**src/logic/host_map_pkg.sv**
```systemverilog
package host_map_pkg;

  // ==========================================================
  // Register space geometry
  // ==========================================================
  localparam int        CSR_WORDS     = 80;       // 160 bytes of registers
  localparam logic [7:0] CSR_BYTES    = 8'ha0;    // End of register space
  localparam logic [7:0] UNBANKED_BASE = 8'h80;   // Unbanked-only region
  localparam logic [4:0] COMMON_LO    = 5'h16;    // Common alias window start
  localparam int        BANK_W        = 2;        // Four banks
  localparam int        OFF_W         = 5;        // 32 bytes per bank

  // ==========================================================
  // Main memory map, byte addresses
  // ==========================================================
  localparam logic [14:0] BUF_END     = 15'h5fff; // 24 Kbyte buffer
  localparam logic [14:0] CRYPTO_LO   = 15'h7800;
  localparam logic [14:0] CRYPTO_HI   = 15'h7c4f;
  localparam logic [14:0] PSFR_BASE   = 15'h7e00; // Plain register window
  localparam logic [14:0] PSET_BASE   = 15'h7ea0; // Bit-set alias window
  localparam logic [14:0] PCLR_BASE   = 15'h7f40; // Bit-clear alias window
  localparam logic [14:0] PCLR_END    = 15'h7fdf;

  // ==========================================================
  // MAC-side register word indices
  // ==========================================================
  localparam logic [6:0] MAC_A_LO     = 7'h20;
  localparam logic [6:0] MAC_A_HI     = 7'h2a;
  localparam logic [6:0] MAC_B_LO     = 7'h30;
  localparam logic [6:0] MAC_B_HI     = 7'h35;

  // ==========================================================
  // Operations and region kinds
  // ==========================================================
  localparam logic [1:0] OP_WRITE     = 2'h0;
  localparam logic [1:0] OP_SET       = 2'h1;
  localparam logic [1:0] OP_CLR       = 2'h2;

  typedef enum logic [2:0] {
    RGN_NONE = 3'b001,   // Unimplemented, crypto: reads zero
    RGN_BUF  = 3'b010,   // Packet buffer
    RGN_CSR  = 3'b100    // Control and status registers
  } region_t;

endpackage

```
**src/logic/sfr_word_mem.sv**
```systemverilog
module csr_word_mem #(
  parameter int WORDS  = 80,
  parameter int IDX_W  = 7,
  parameter int DATA_W = 16
) (
  // Clock and reset
  input  wire logic              clk_i,
  input  wire logic              rst_i,
  // Masked write port
  input  wire logic              wr_en_i,
  input  wire logic [IDX_W-1:0]  wr_idx_i,
  input  wire logic [DATA_W-1:0] wr_mask_i,
  input  wire logic [DATA_W-1:0] wr_data_i,
  // Read port, registered data
  input  wire logic [IDX_W-1:0]  rd_idx_i,
  output logic      [DATA_W-1:0] rd_data_o
);

  // ==========================================================
  // Storage
  // ==========================================================
  logic [DATA_W-1:0] mem_ff [WORDS];   // Register words

  // Masked bit update; only masked bits change
  always_ff @(posedge clk_i or posedge rst_i) begin
    if (rst_i) begin
      for (int i = 0; i < WORDS; i++) begin
        mem_ff[i] <= '0;
      end
    end else if (wr_en_i && (int'(wr_idx_i) < WORDS)) begin
      mem_ff[wr_idx_i] <= (mem_ff[wr_idx_i] & ~wr_mask_i) |
                          (wr_data_i & wr_mask_i);
    end
  end

  // Registered read; out of range reads as zero
  always_ff @(posedge clk_i or posedge rst_i) begin
    if (rst_i) begin
      rd_data_o <= '0;
    end else if (int'(rd_idx_i) < WORDS) begin
      rd_data_o <= mem_ff[rd_idx_i];
    end else begin
      rd_data_o <= '0;
    end
  end

endmodule

```
**src/logic/host_register_address_map.sv**
```systemverilog
// How it works
// Parallel mode: main space plus PHY space.
// Main space 32 Kbytes, buffer lowest 24K.
// Parallel registers decoded above crypto region.
// Set and clear alias windows above registers.
// All but crypto region directly accessible.
// Crypto region at 7800h through 7C4Fh.
// Sixteen-bit modes address buffer by word.
// Eight-bit modes address buffer by byte.
// Buffer pointers always count in bytes.
// Registers reachable with AD<14:9> all high.
// PHY registers only via management path.
// Registers 16 bits, two bytes when byte-wide.
// Low byte sits at lower address.
// Unimplemented locations read as zero.
// Host avoids writing reserved locations.
// Primary registers accept any order, alignment.
// MAC registers ignore set and clear.
// MAC low byte staged, high byte commits.
// Host writes MAC words with both lanes.
// Host never interleaves MAC byte writes.
// Serial banks are 32 bytes, 5-bit offset.
// Unbanked serial uses linear 8-bit address.
// Serial register space is 160 bytes.
// Offsets 16h-1Fh alias common registers.
// 80h-9Fh reachable only unbanked.
// Banked address is bank times 32 plus offset.
module host_register_address_map (
  // Clock and reset
  input  wire logic        clk_i,
  input  wire logic        rst_i,
  // Interface selection
  input  wire logic        par_mode_i,
  input  wire logic        par_wide_i,
  // Parallel host port request
  input  wire logic        par_req_i,
  input  wire logic        par_wr_i,
  input  wire logic [14:0] par_addr_i,
  input  wire logic [1:0]  par_be_i,
  input  wire logic [15:0] par_wdata_i,
  // Serial register request
  input  wire logic        ser_req_i,
  input  wire logic        ser_wr_i,
  input  wire logic [1:0]  ser_op_i,
  input  wire logic        ser_banked_i,
  input  wire logic [1:0]  ser_bank_i,
  input  wire logic [4:0]  ser_off_i,
  input  wire logic [7:0]  ser_addr_i,
  input  wire logic [7:0]  ser_wdata_i,
  // Answer
  output logic             rsp_valid_o,
  output logic [15:0]      rsp_rdata_o,
  // Packet buffer port
  output logic             buf_req_o,
  output logic             buf_wr_o,
  output logic [14:0]      buf_addr_o,
  output logic [1:0]       buf_be_o,
  output logic [15:0]      buf_wdata_o,
  input  wire logic [15:0] buf_rdata_i,
  // MAC byte staging status
  output logic             mac_pend_o
);

  // ==========================================================
  // Request selection
  // ==========================================================
  wire        req_w    = par_mode_i ? par_req_i : ser_req_i;  // Active req
  wire        wr_w     = par_mode_i ? par_wr_i : ser_wr_i;    // Write flag
  wire        wide_w   = par_mode_i & par_wide_i;             // 16-bit port
  wire [7:0]  bdat_w   = par_mode_i ? par_wdata_i[7:0] : ser_wdata_i;

  // ==========================================================
  // Parallel decode
  // ==========================================================
  // word address doubles to a byte address
  // byte modes pass the address unchanged
  // buffer side always sees a byte address
  wire [14:0] par_byte_w = par_wide_i ? {par_addr_i[13:0], 1'b0}
                                      : par_addr_i;
  // buffer is the lowest 24 Kbytes
  wire        p_buf_w    = (par_byte_w <= host_map_pkg::BUF_END);
  // crypto window decoded only to refuse it
  wire        p_cry_w    = (par_byte_w >= host_map_pkg::CRYPTO_LO) &&
                           (par_byte_w <= host_map_pkg::CRYPTO_HI);
  // register window above the crypto area
  // whole window has bits 14:9 set
  wire        p_csr_w    = (par_byte_w >= host_map_pkg::PSFR_BASE) &&
                           (par_byte_w <  host_map_pkg::PSET_BASE);
  // set and clear alias windows
  wire        p_set_w    = (par_byte_w >= host_map_pkg::PSET_BASE) &&
                           (par_byte_w <  host_map_pkg::PCLR_BASE);
  wire        p_clr_w    = (par_byte_w >= host_map_pkg::PCLR_BASE) &&
                           (par_byte_w <= host_map_pkg::PCLR_END);
  wire [14:0] p_base_w   = p_set_w ? host_map_pkg::PSET_BASE :
                           p_clr_w ? host_map_pkg::PCLR_BASE :
                                     host_map_pkg::PSFR_BASE;
  wire [14:0] p_off_w    = par_byte_w - p_base_w;   // Offset in window
  wire [1:0]  p_op_w     = p_set_w ? host_map_pkg::OP_SET :
                           p_clr_w ? host_map_pkg::OP_CLR :
                                     host_map_pkg::OP_WRITE;

  // ==========================================================
  // Serial decode
  // ==========================================================
  // 5-bit offset inside the selected bank
  // bank number forms the upper address bits
  // banked form cannot reach 80h and above
  wire [7:0]  s_bank_w   = {1'b0, ser_bank_i, ser_off_i};
  // unbanked opcodes use the linear address
  wire [7:0]  s_lin_w    = ser_banked_i ? s_bank_w : ser_addr_i;
  // 160 bytes of registers, rest unimplemented
  wire        s_csr_w    = (s_lin_w < host_map_pkg::CSR_BYTES);

  // ==========================================================
  // Common register addressing
  // ==========================================================
  wire [7:0]  lin_w      = par_mode_i ? p_off_w[7:0] : s_lin_w;
  // upper ten bytes of every bank fold onto bank 0
  wire        common_w   = (lin_w < host_map_pkg::UNBANKED_BASE) &&
                           (lin_w[4:0] >= host_map_pkg::COMMON_LO);
  wire [7:0]  canon_w    = common_w ? {3'b000, lin_w[4:0]} : lin_w;
  // two bytes per register word
  wire [6:0]  idx_w      = canon_w[7:1];
  // odd byte is the high half
  wire        hi_w       = canon_w[0];
  wire        is_csr_w   = par_mode_i ? (p_csr_w | p_set_w | p_clr_w)
                                      : s_csr_w;
  // only the main space decodes here
  // no host path into the PHY space
  // buffer and registers direct, crypto never
  wire        is_buf_w   = par_mode_i & p_buf_w & ~p_cry_w;
  wire [1:0]  op_w       = par_mode_i ? p_op_w : ser_op_i;
  wire        is_mac_w   = ((idx_w >= host_map_pkg::MAC_A_LO) &&
                            (idx_w <= host_map_pkg::MAC_A_HI)) ||
                           ((idx_w >= host_map_pkg::MAC_B_LO) &&
                            (idx_w <= host_map_pkg::MAC_B_HI));

  // ==========================================================
  // Byte lanes and write data
  // ==========================================================
  wire [1:0]  lanes_w    = wide_w ? par_be_i :
                           ((par_mode_i ? par_byte_w[0] : hi_w)
                              ? 2'b10 : 2'b01);
  wire [1:0]  rlanes_w   = wide_w ? par_be_i : (hi_w ? 2'b10 : 2'b01);
  wire [15:0] wdat16_w   = wide_w ? par_wdata_i : {bdat_w, bdat_w};
  wire [15:0] lmask_w    = {{8{rlanes_w[1]}}, {8{rlanes_w[0]}}};

  // ==========================================================
  // MAC byte staging
  // ==========================================================
  logic       mac_pend_ff;   // Low byte waiting for its high byte
  logic [6:0] mac_idx_ff;    // Word that the low byte belongs to
  logic [7:0] mac_lo_ff;     // Staged low byte
  logic       nxt_mac_pend;

  wire        csr_wr_w   = req_w & wr_w & is_csr_w;
  wire        plain_w    = (op_w == host_map_pkg::OP_WRITE);
  // low byte of a MAC word only stages
  wire        mac_lo_w   = csr_wr_w & is_mac_w & ~wide_w & plain_w & ~hi_w;
  // matching high byte commits the word
  // a stale stage never pairs with another word
  wire        mac_hi_w   = csr_wr_w & is_mac_w & ~wide_w & plain_w & hi_w &
                           mac_pend_ff & (mac_idx_ff == idx_w);
  // wide MAC write needs both lanes
  wire        mac_wide_w = csr_wr_w & is_mac_w & wide_w & plain_w &
                           (par_be_i == 2'h3);
  // primary registers take any byte, any order
  wire        e_wr_w     = csr_wr_w & ~is_mac_w;
  // set and clear on MAC words do nothing
  wire        mem_we_w   = e_wr_w | mac_hi_w | mac_wide_w;

  // Bit mask and data for the masked update
  logic [15:0] mask_c;
  logic [15:0] data_c;
  always_comb begin
    mask_c = lmask_w;
    data_c = wdat16_w;
    if (mac_hi_w) begin
      mask_c = 16'hffff;
      data_c = {bdat_w, mac_lo_ff};
    end else if (op_w == host_map_pkg::OP_SET) begin
      // ones in the data set bits
      mask_c = lmask_w & wdat16_w;
      data_c = 16'hffff;
    end else if (op_w == host_map_pkg::OP_CLR) begin
      // ones in the data clear bits
      mask_c = lmask_w & wdat16_w;
      data_c = 16'h0000;
    end
  end

  // Pending flag: a new low byte wins over a commit
  always_comb begin
    nxt_mac_pend = mac_pend_ff;
    if (mac_lo_w) begin
      nxt_mac_pend = 1'b1;
    end else if (mac_hi_w) begin
      nxt_mac_pend = 1'b0;
    end
  end

  // Staging registers
  always_ff @(posedge clk_i or posedge rst_i) begin
    if (rst_i) begin
      mac_pend_ff <= 1'b0;
      mac_idx_ff  <= 7'h00;
      mac_lo_ff   <= 8'h00;
    end else begin
      mac_pend_ff <= nxt_mac_pend;
      if (mac_lo_w) begin
        mac_idx_ff <= idx_w;
        mac_lo_ff  <= bdat_w;
      end
    end
  end

  // ==========================================================
  // Stage 1: registered request
  // ==========================================================
  host_map_pkg::region_t rgn_w;
  assign rgn_w = is_buf_w ? host_map_pkg::RGN_BUF :
                 is_csr_w ? host_map_pkg::RGN_CSR :
                            host_map_pkg::RGN_NONE;

  logic                  s1_valid_ff;  // Request in stage 1
  logic                  s1_rd_ff;     // It is a read
  host_map_pkg::region_t s1_rgn_ff;    // Target region
  logic                  s1_hi_ff;     // High byte on byte port
  logic                  s1_wide_ff;   // Whole word answer
  logic                  mem_we_ff;    // Register write strobe
  logic [6:0]            mem_idx_ff;   // Register word index
  logic [15:0]           mem_mask_ff;  // Bits to update
  logic [15:0]           mem_data_ff;  // New bit values

  // Stage 1 capture; stays short, all decoding is above
  always_ff @(posedge clk_i or posedge rst_i) begin
    if (rst_i) begin
      s1_valid_ff <= 1'b0;
      s1_rd_ff    <= 1'b0;
      s1_rgn_ff   <= host_map_pkg::RGN_NONE;
      s1_hi_ff    <= 1'b0;
      s1_wide_ff  <= 1'b0;
      mem_we_ff   <= 1'b0;
      mem_idx_ff  <= 7'h00;
      mem_mask_ff <= 16'h0000;
      mem_data_ff <= 16'h0000;
    end else begin
      s1_valid_ff <= req_w;
      s1_rd_ff    <= req_w & ~wr_w;
      s1_rgn_ff   <= rgn_w;
      s1_hi_ff    <= is_buf_w ? par_byte_w[0] : hi_w;
      s1_wide_ff  <= wide_w;
      mem_we_ff   <= mem_we_w;
      mem_idx_ff  <= idx_w;
      mem_mask_ff <= mask_c;
      mem_data_ff <= data_c;
    end
  end

  // Buffer port; reads return one cycle after the strobe
  always_ff @(posedge clk_i or posedge rst_i) begin
    if (rst_i) begin
      buf_req_o   <= 1'b0;
      buf_wr_o    <= 1'b0;
      buf_addr_o  <= 15'h0000;
      buf_be_o    <= 2'b00;
      buf_wdata_o <= 16'h0000;
    end else begin
      buf_req_o   <= req_w & is_buf_w;
      buf_wr_o    <= req_w & is_buf_w & wr_w;
      buf_addr_o  <= par_byte_w;
      buf_be_o    <= lanes_w;
      buf_wdata_o <= wdat16_w;
    end
  end

  // ==========================================================
  // Register storage
  // ==========================================================
  logic [15:0] csr_rdata;   // Registered register word

  csr_word_mem #(
    .WORDS  (host_map_pkg::CSR_WORDS),
    .IDX_W  (7),
    .DATA_W (16)
  ) u_csr_mem (
    .clk_i     (clk_i),
    .rst_i     (rst_i),
    .wr_en_i   (mem_we_ff),
    .wr_idx_i  (mem_idx_ff),
    .wr_mask_i (mem_mask_ff),
    .wr_data_i (mem_data_ff),
    .rd_idx_i  (mem_idx_ff),
    .rd_data_o (csr_rdata)
  );

  // ==========================================================
  // Stage 2 and answer
  // ==========================================================
  logic                  s2_valid_ff;
  logic                  s2_rd_ff;
  host_map_pkg::region_t s2_rgn_ff;
  logic                  s2_hi_ff;
  logic                  s2_wide_ff;

  // Follows the storage read latency
  always_ff @(posedge clk_i or posedge rst_i) begin
    if (rst_i) begin
      s2_valid_ff <= 1'b0;
      s2_rd_ff    <= 1'b0;
      s2_rgn_ff   <= host_map_pkg::RGN_NONE;
      s2_hi_ff    <= 1'b0;
      s2_wide_ff  <= 1'b0;
    end else begin
      s2_valid_ff <= s1_valid_ff;
      s2_rd_ff    <= s1_rd_ff;
      s2_rgn_ff   <= s1_rgn_ff;
      s2_hi_ff    <= s1_hi_ff;
      s2_wide_ff  <= s1_wide_ff;
    end
  end

  // Word from the addressed region
  logic [15:0] word_c;
  always_comb begin
    case (s2_rgn_ff)
      host_map_pkg::RGN_BUF:  word_c = buf_rdata_i;
      host_map_pkg::RGN_CSR:  word_c = csr_rdata;
      // unimplemented and crypto read zero
      host_map_pkg::RGN_NONE: word_c = 16'h0000;
      default:                word_c = 16'h0000;
    endcase
  end

  // byte port picks high half on odd address
  wire [15:0] ans_w = s2_wide_ff ? word_c :
                      {8'h00, (s2_hi_ff ? word_c[15:8] : word_c[7:0])};

  // Answer for every request; writes answer zero
  always_ff @(posedge clk_i or posedge rst_i) begin
    if (rst_i) begin
      rsp_valid_o <= 1'b0;
      rsp_rdata_o <= 16'h0000;
      mac_pend_o  <= 1'b0;
    end else begin
      rsp_valid_o <= s2_valid_ff;
      rsp_rdata_o <= s2_rd_ff ? ans_w : 16'h0000;
      mac_pend_o  <= nxt_mac_pend;
    end
  end

endmodule

```
**config.mk**
```make
export PLATFORM = sky130hd
export DESIGN_NAME = host_register_address_map
export DESIGN_NICKNAME = d
export VERILOG_FILES = /design/src/logic/host_map_pkg.sv /design/src/logic/sfr_word_mem.sv /design/src/logic/host_register_address_map.sv
export SDC_FILE = /design/constraint.sdc
export NUM_CORES = 2
export LEC_CHECK = 0
export ABC_CLOCK_PERIOD_IN_PS = 59900
export BUFFER_PORTS_ARGS = -buffer_cell sky130_fd_sc_hd__buf_2
export CAP_MARGIN = 10
export CORE_MARGIN = 2
export CORE_UTILIZATION = 60
export CTS_CLUSTER_DIAMETER = 100
export DETAILED_ROUTE_END_ITERATION = 10
export PLACE_DENSITY = 0.77
export SLEW_MARGIN = 25
export SYNTH_ARGS = -nofsm -noshare
export SYNTH_HDL_FRONTEND = slang
export SYNTH_HIERARCHICAL = 1
export SYNTH_SLANG_ARGS = --single-unit
```
**constraint.sdc**
```tcl
create_clock -name clk_i -period 59.9 [get_ports clk_i]
set_input_delay 5.99 -clock clk_i [delete_from_list [all_inputs] [get_ports clk_i]]
set_output_delay 5.99 -clock clk_i [all_outputs]
set_load 0.005 [all_outputs]
```
# After elaboration in Yosys (flattened, before gate mapping)
# Cells that the tools add are included.
# op_classes
add_sub_neg,1
n_lt_le_gt_ge,19
eq_ne,6
n_mux,41
n_bitwise,34
n_reduce_logical,12
# op_table
op,n
bitwise mux 1280 bit,1
two-way mux 16 bit,13
binary-select mux 16 bit (select 7 bit),1
demux 16 bit (select 7 bit),1
>= comparator 15 bit (second input constant),4
bitwise AND 16 bit,3
two-way mux 8 bit,6
less-or-equal comparator 15 bit (second input constant),3
case mux 16 bit (2 select lines),1
less-than comparator 15 bit (second input constant),2
bitwise AND 1 bit,19
less-than comparator 8 bit (second input constant),2
NOT 16 bit,1
OR 16 bit,1
two-way mux 15 bit,1
>= comparator 7 x 6 -> 1 bit (second input constant),2
less-or-equal comparator 7 x 6 -> 1 bit (second input constant),2
two-way mux 2 bit,7
logical AND 1 bit,9
>= comparator 8 bit (second input constant),1
less-than comparator 8 x 1 -> 1 bit (second input constant),1
NOT 7 -> 8 bit,1
subtractor 8 bit,1
== test 7 bit,1
14 further kinds,29
# totals
regBits,1418
in_bits,83
output_inout_bits,53
word_cells,218

# Logic depth before layout (Yosys ltp)
# logic_depth
depth_word,21
ltp_mapped,16
mapped_depth_nobuf,13

# Modules after synthesis
# Netlist, hierarchy kept.
# modules_own_cells
module,instances,cells_each,area_each_um2,seq_area_each_um2
csr_word_mem,1,6491,69092.5,32431.1
host_register_address_map,1,387,5091.1,3055.4

# Worst setup path before layout
# Ideal clock, no wire load.
# synth_timing
kind,in2reg
start,input port par_addr_i[8]
end,register mac_lo_ff[0]
arrival_time_ps,9362
required_ps,59775
slack_ps,50414
path_stages,14
n_path_buf,1
cell_sequence,or2b_2 a31o_1 nor3_1 ha_1 inv_1 fa_1 xnor2_1 o31a_1 o22ai_4 nor4b_4 nand3_2 nor3_2 buf_2 mux2_2
# synth_via
elab_chain_len,17
# synth_lines
element,line,rtl
"start, declared",host_register_address_map.sv:38,"input wire logic [14:0] par_addr_i,"
two-way mux 15 bit *,host_register_address_map.sv:78,"wire [14:0] par_byte_w = par_wide_i ? {par_addr_i[13:0], 1'b0}"
>= comparator 15 bit or less-or-equal comparator 15 bit (tied branches),"host_register_address_map.sv:92, host_register_address_map.sv:93",
logical AND 1 bit,host_register_address_map.sv:92,wire p_clr_w = (par_byte_w >= host_map_pkg::PCLR_BASE) &&
two-way mux 7 bit,host_register_address_map.sv:95,p_clr_w ? host_map_pkg::PCLR_BASE :
two-way mux 8 bit *,host_register_address_map.sv:94,wire [14:0] p_base_w = p_set_w ? host_map_pkg::PSET_BASE :
subtractor 8 bit *,host_register_address_map.sv:97,wire [14:0] p_off_w = par_byte_w - p_base_w;
two-way mux 8 bit *,host_register_address_map.sv:117,wire [7:0] lin_w = par_mode_i ? p_off_w[7:0] : s_lin_w;
less-than comparator 8 bit,host_register_address_map.sv:119,wire common_w = (lin_w < host_map_pkg::UNBANKED_BASE) &&
logical AND 1 bit,host_register_address_map.sv:119,
two-way mux 8 bit *,host_register_address_map.sv:121,"wire [7:0] canon_w = common_w ? {3'b000, lin_w[4:0]} : lin_w;"
net canon_w[7],host_register_address_map.sv:121,
">= comparator 7 x 6 -> 1 bit, or another cell as far along",host_register_address_map.sv:133,wire is_mac_w = ((idx_w >= host_map_pkg::MAC_A_LO) &&
"logical AND 1 bit, on equally long branches","host_register_address_map.sv:133, host_register_address_map.sv:135",
logical OR 1 bit *,host_register_address_map.sv:134,(idx_w <= host_map_pkg::MAC_A_HI)) ||
bitwise AND 1 bit * (4 in series),host_register_address_map.sv:159,wire mac_lo_w = csr_wr_w & is_mac_w & ~wide_w & plain_w & ~hi_w;
"end signal, assigned",host_register_address_map.sv:212,mac_lo_ff <= bdat_w;
"end, declared",host_register_address_map.sv:153,logic [7:0] mac_lo_ff;
# The timed path passes the listed nets; every way through them passes the cells marked *.
# A chain may end at the register's enable or synchronous reset.

# Worst setup path after layout
# layout_timing
start,input port par_wide_i
end,register mac_lo_ff[5]
# layout_via
elab_chain_len,17
# layout_lines
element,line,rtl
"start, declared",host_register_address_map.sv:34,"input wire logic par_wide_i,"
two-way mux 15 bit *,host_register_address_map.sv:78,
>= comparator 15 bit or less-or-equal comparator 15 bit (tied branches),"host_register_address_map.sv:92, host_register_address_map.sv:93",
logical AND 1 bit,host_register_address_map.sv:92,
two-way mux 7 bit,host_register_address_map.sv:95,
two-way mux 8 bit,host_register_address_map.sv:94,
subtractor 8 bit *,host_register_address_map.sv:97,
two-way mux 8 bit *,host_register_address_map.sv:117,
less-than comparator 8 bit,host_register_address_map.sv:119,
logical AND 1 bit,host_register_address_map.sv:119,
two-way mux 8 bit *,host_register_address_map.sv:121,
net canon_w[7],host_register_address_map.sv:121,
">= comparator 7 x 6 -> 1 bit, or another cell as far along",host_register_address_map.sv:133,
"logical AND 1 bit, on equally long branches","host_register_address_map.sv:133, host_register_address_map.sv:135",
logical OR 1 bit *,host_register_address_map.sv:134,
bitwise AND 1 bit * (4 in series),host_register_address_map.sv:159,
# Marked as above.

==> flow_summary_export.csv <==
group,metric,value,unit
worst_setup_path,crit_chain,"buf_2, or2b_2, a31o_1, nor3_1, ha_1, inv_1, fa_1, xnor2_1, o31a_1, o22ai_4, nor4b_4, nand3_2, nor3_4, mux2_2",
hold_path,hp-class,"register to register",
power,cellPowerDensity,30.3,nW/um2
route,drc,0,
global_route,grt_pass1_wl,373,mm
logic_synthesis,ys_types,98,
sta,min_period_over_period,0.159,
logic_synthesis,syn_nets,6963,
worst_setup_path,arrival,10.18,ns
layout,fin_nets,6762,
sta,rsz0062_at_grt,"false",
route,drt-vias-per-instance,7.16,
logic_synthesis,yosys_warnings,6,
logic_synthesis,synth_top_area_cell,"dfrtp_1",
sta,tns,0,ns
outcome,status,"finished, final reports clean",
sta,finalSetupViolations,0,
sta,fmax,105,MHz
layout,n_fill_cell,9143,
cts,postCtsSetupBuffers,0,
worst_setup_path,start_kind,"primary input",
layout,layout-drive-gt1-share,0.205,
hold_path,hold_depth,0,
power,seq_power_share,0.433,
route,drt-initial-drc-count,8567,
logic_synthesis,synth-async-reset-ratio,1.00,
logic_synthesis,syn-cell-area,74200,um2
logic_synthesis,synth_area_per_cell,10.8,um2
layout,design_area,81100,um2
logic_synthesis,synth-main-ff-cell,"dfrtp_1",
sta,slew_violations,0,
route,vias,60451,
sta,hold_violations,0,
global_route,grt_use_total,0.394,
layout,stdcell_count,8447,
route,dr.pass1.iters,7,
logic_synthesis,synth_top_cell_area_share,0.478,
placement,dpl-instance-area,75600,um2
power,swShare,0.292,
floorplan,core_area,123000,um2
sta,slew_headroom,0.184,
worst_setup_path,cpPeakStageDelay,0.62,ns
logic_synthesis,synth_area_leaders,"dfrtp_1 (48%), mux4_2 (12%), mux2i_1 (6.1%), o21ai_0 (5.4%), nand2_1 (4.7%)",
cts,cts_root_buf,"clkbuf_16",
cts,htree_levels,4,
floorplan,rows,129,
route,routedWlPerCell,29.4,um
cts,cts_inserted_buffers,149,
logic_synthesis,synth_edf_count,0,
job,maxCapViolations,0,
worst_setup_path,path_class,"primary input to register",
placement,port_buffers,135,
logic_synthesis,syn_inst,6878,
placement,gp_congestion,0.988,
cts,clk_latency,0.81,ns
layout,area_delta_synth_final,9.38,%
power,clock_power_share,0.403,
global_route,overflow,0,
logic_synthesis,yosysSeqAreaShare,0.478,
sta,worstMarginPinSlew,1.22,ns
cts,cts_tree,"built",
route,wirelength,248,mm
floorplan,die_area,126000,um2
worst_setup_path,cp_max_fo,24,
sta,finClkSkew,0.0363,ns
power,p_int,1.74,mW
power,p_sw,0.718,mW
placement,dp_hpwl,155,mm
floorplan,die_w,356,um
cts,cts_sinks,1418,
worst_setup_path,worstSetupEndpointType,"register",
floorplan,pin_count,136,
power,p_leak,35.0,nW
global_route,grt_max_degree,179,
sta,period_minus_slack,9.50,ns
floorplan,start_util,0.602,
worst_setup_path,crit_required,60.58,ns
global_route,grt_pass1_vias,58571,
cts,ctsHoldBuffers,0,
placement,dp_cells,8157,
power,irDropWorstVdd,0.0384,mV
floorplan,die_y,356,um
worst_setup_path,slowest_stage,"nor3_4",
cts,clock_path_buffers,3,
route,antenna_left,0,
logic_synthesis,synth_seq_cells,1418,
worst_setup_path,rr_worst_depth,12,
power,fin_total_pwr,2.46,mW
cts,cts.reportedPaths.clkPinSlew,0.06,ns
cts,cts_resized,0,
global_route,grt_antenna_before_repair,16,
power,power_frac_comb,0.163,
==> routing by layer <==
layer  global-route usage  routed length, um  up-vias
li1                     -                  -    24973
met1                0.512              87600    29935
met2                0.559             107000     4445
met3                0.147              36400     1084
met4                0.243              17500       14
met5               0.0106                277        -
==> final cells by class <==
| class | instances | area (um2) | area share |
|---|---|---|---|
| sequential | 1418 | 35500 | 0.438 |
| clock inverter | 51 | 788 | 0.00971 |
| multi-input combinational | 4759 | 36000 | 0.443 |
| inverter | 40 | 165 | 0.00204 |
| clock buffer | 224 | 4470 | 0.0550 |
| antenna | 9 | 22.5 | 0.000278 |
| timing repair buffer | 309 | 2180 | 0.0269 |
| tap | 1637 | 2050 | 0.0252 |
==> synthesized netlist by cell type (all sizes together), types with 6 or more instances <==
master,number
o22a,7
maj3,9
or2,7
o31a,8
nand2b,33
clkbuf,419
dfrtp,1416
nand4,9
a21oi,202
a211o,6
nand3,21
mux2,268
nor2b,50
buf,242
and2,13
a32o,6
o41ai,6
mux2i,451
nand3b,10
o21ai,837
o22ai,203
nor3,8
nor3b,6
o32ai,12
o31ai,16
a21o,8
or3b,6
o221ai,9
a22o,34
o211ai,37
a31oi,322
a21bo,7
nand2,938
a22oi,56
nor2,546
a221oi,66
a222oi,9
a211oi,37
mux4,391
and3,7
a41oi,13
a221o,27
inv,40
==> flip-flops by register name, summed over array words and instances, names as in the netlist, 2 cells and up <==
| signal | count |
|---|---|
| buf_addr_o | 15 |
| s2_rgn_ff | 3 |
| mem_idx_ff | 7 |
| mem_data_ff | 16 |
| mac_idx_ff | 7 |
| u_csr_mem/rd_data_o | 16 |
| mac_lo_ff | 8 |
| buf_be_o | 2 |
| u_csr_mem/mem_ff | 1280 |
| rsp_rdata_o | 16 |
| buf_wdata_o | 16 |
| mem_mask_ff | 16 |
| s1_rgn_ff | 3 |
==> final timing paths <==
kind / slack, ns / endpoint / startpoint
setup / recovery: 50.40 / mac_lo_ff[5] / par_wide_i
hold / removal: 0.35 / s2_rd_ff / s1_rd_ff
setup reg to reg: 53.07 / u_csr_mem/mem_ff[635] / mem_idx_ff[2]
hold reg to reg: 0.35 / s2_rd_ff / s1_rd_ff
max in group asynchronous: 50.91 / u_csr_mem/mem_ff[1182] / rst_i
min in group asynchronous: 5.38 / buf_addr_o[7] / rst_i
==> stage by stage <==
step           hold WS [ns]  worst slack (ns)  utilization
3_3_place_gp          0.337             49.35        0.614
2_1_floorplan         0.331             17.38            -
6_report              0.353             50.40        0.659
4_1_cts               0.361             50.30        0.657
3_5_place_dp          0.337             49.47        0.614
5_1_grt               0.364             50.18        0.659
==> worst max-delay path, delay by kind of cell <==
kind / cells / cell delay (ns)
simple gates: 5 / 1.84
buf+inv: 2 / 0.33
xor+xnor: 1 / 0.32
fa+ha+maj: 2 / 0.63
compound gates: 3 / 0.65
mux: 1 / 0.42
==> kinds of logic (layout without fill, tap and decap cells) <==
| family | after synthesis | count (layout) | share of synthesized area |
|---|---|---|---|
| other | 0 | 9 | 0 |
| AO/OA/AOI/OAI | 1962 | 1962 | 0.163 |
| buffers and inverters | 701 | 624 | 0.0431 |
| multiplexers | 1110 | 1110 | 0.221 |
| flip-flops | 1418 | 1418 | 0.478 |
| AND/OR/NAND/NOR | 1671 | 1671 | 0.0921 |
| XOR/XNOR | 5 | 5 | 0.000590 |
| adder cells (fa/ha/maj) | 11 | 11 | 0.00165 |
==> power groups by stage <==
| stage | clock network [mW] | logic [mW] | registers, mW |
|---|---|---|---|
| after floorplan | 0 | 0.268 | 1.06 |
| after global placement | 0 | 0.374 | 1.08 |
| after detailed placement | 0 | 0.382 | 1.08 |
| after CTS | 0.998 | 0.384 | 1.06 |
| after global routing | 1.04 | 0.418 | 1.07 |
| final | 0.993 | 0.402 | 1.07 |
==> placed cells by master, fill, tap and decap left out, types with 10 or more instances in the layout <==
cell and n:
nor2b_1 40, a211oi_1 37, a21oi_2 40, o21ai_0 802, nand2b_1 29, a31oi_1 322, clkbuf_8 37, a221oi_1 63
nand2_2 10, clkbuf_16 153, and2_1 12, a22o_1 34, dfrtp_1 1411, mux2i_1 450, o211ai_1 33, mux2_2 258
o31ai_1 15, buf_4 155, a221o_1 27, mux4_2 391, buf_2 135, nand3b_1 10, clkinv_2 18, clkbuf_1 34
nor2_2 35, nand3_1 20, a22oi_1 55, o32ai_1 11, inv_1 37, o22ai_1 202, bufinv_16 18, a21oi_1 160
a41oi_1 12, nand2_1 927, nor2_1 504, o21ai_1 29
Power figures use the tool's default switching activity.
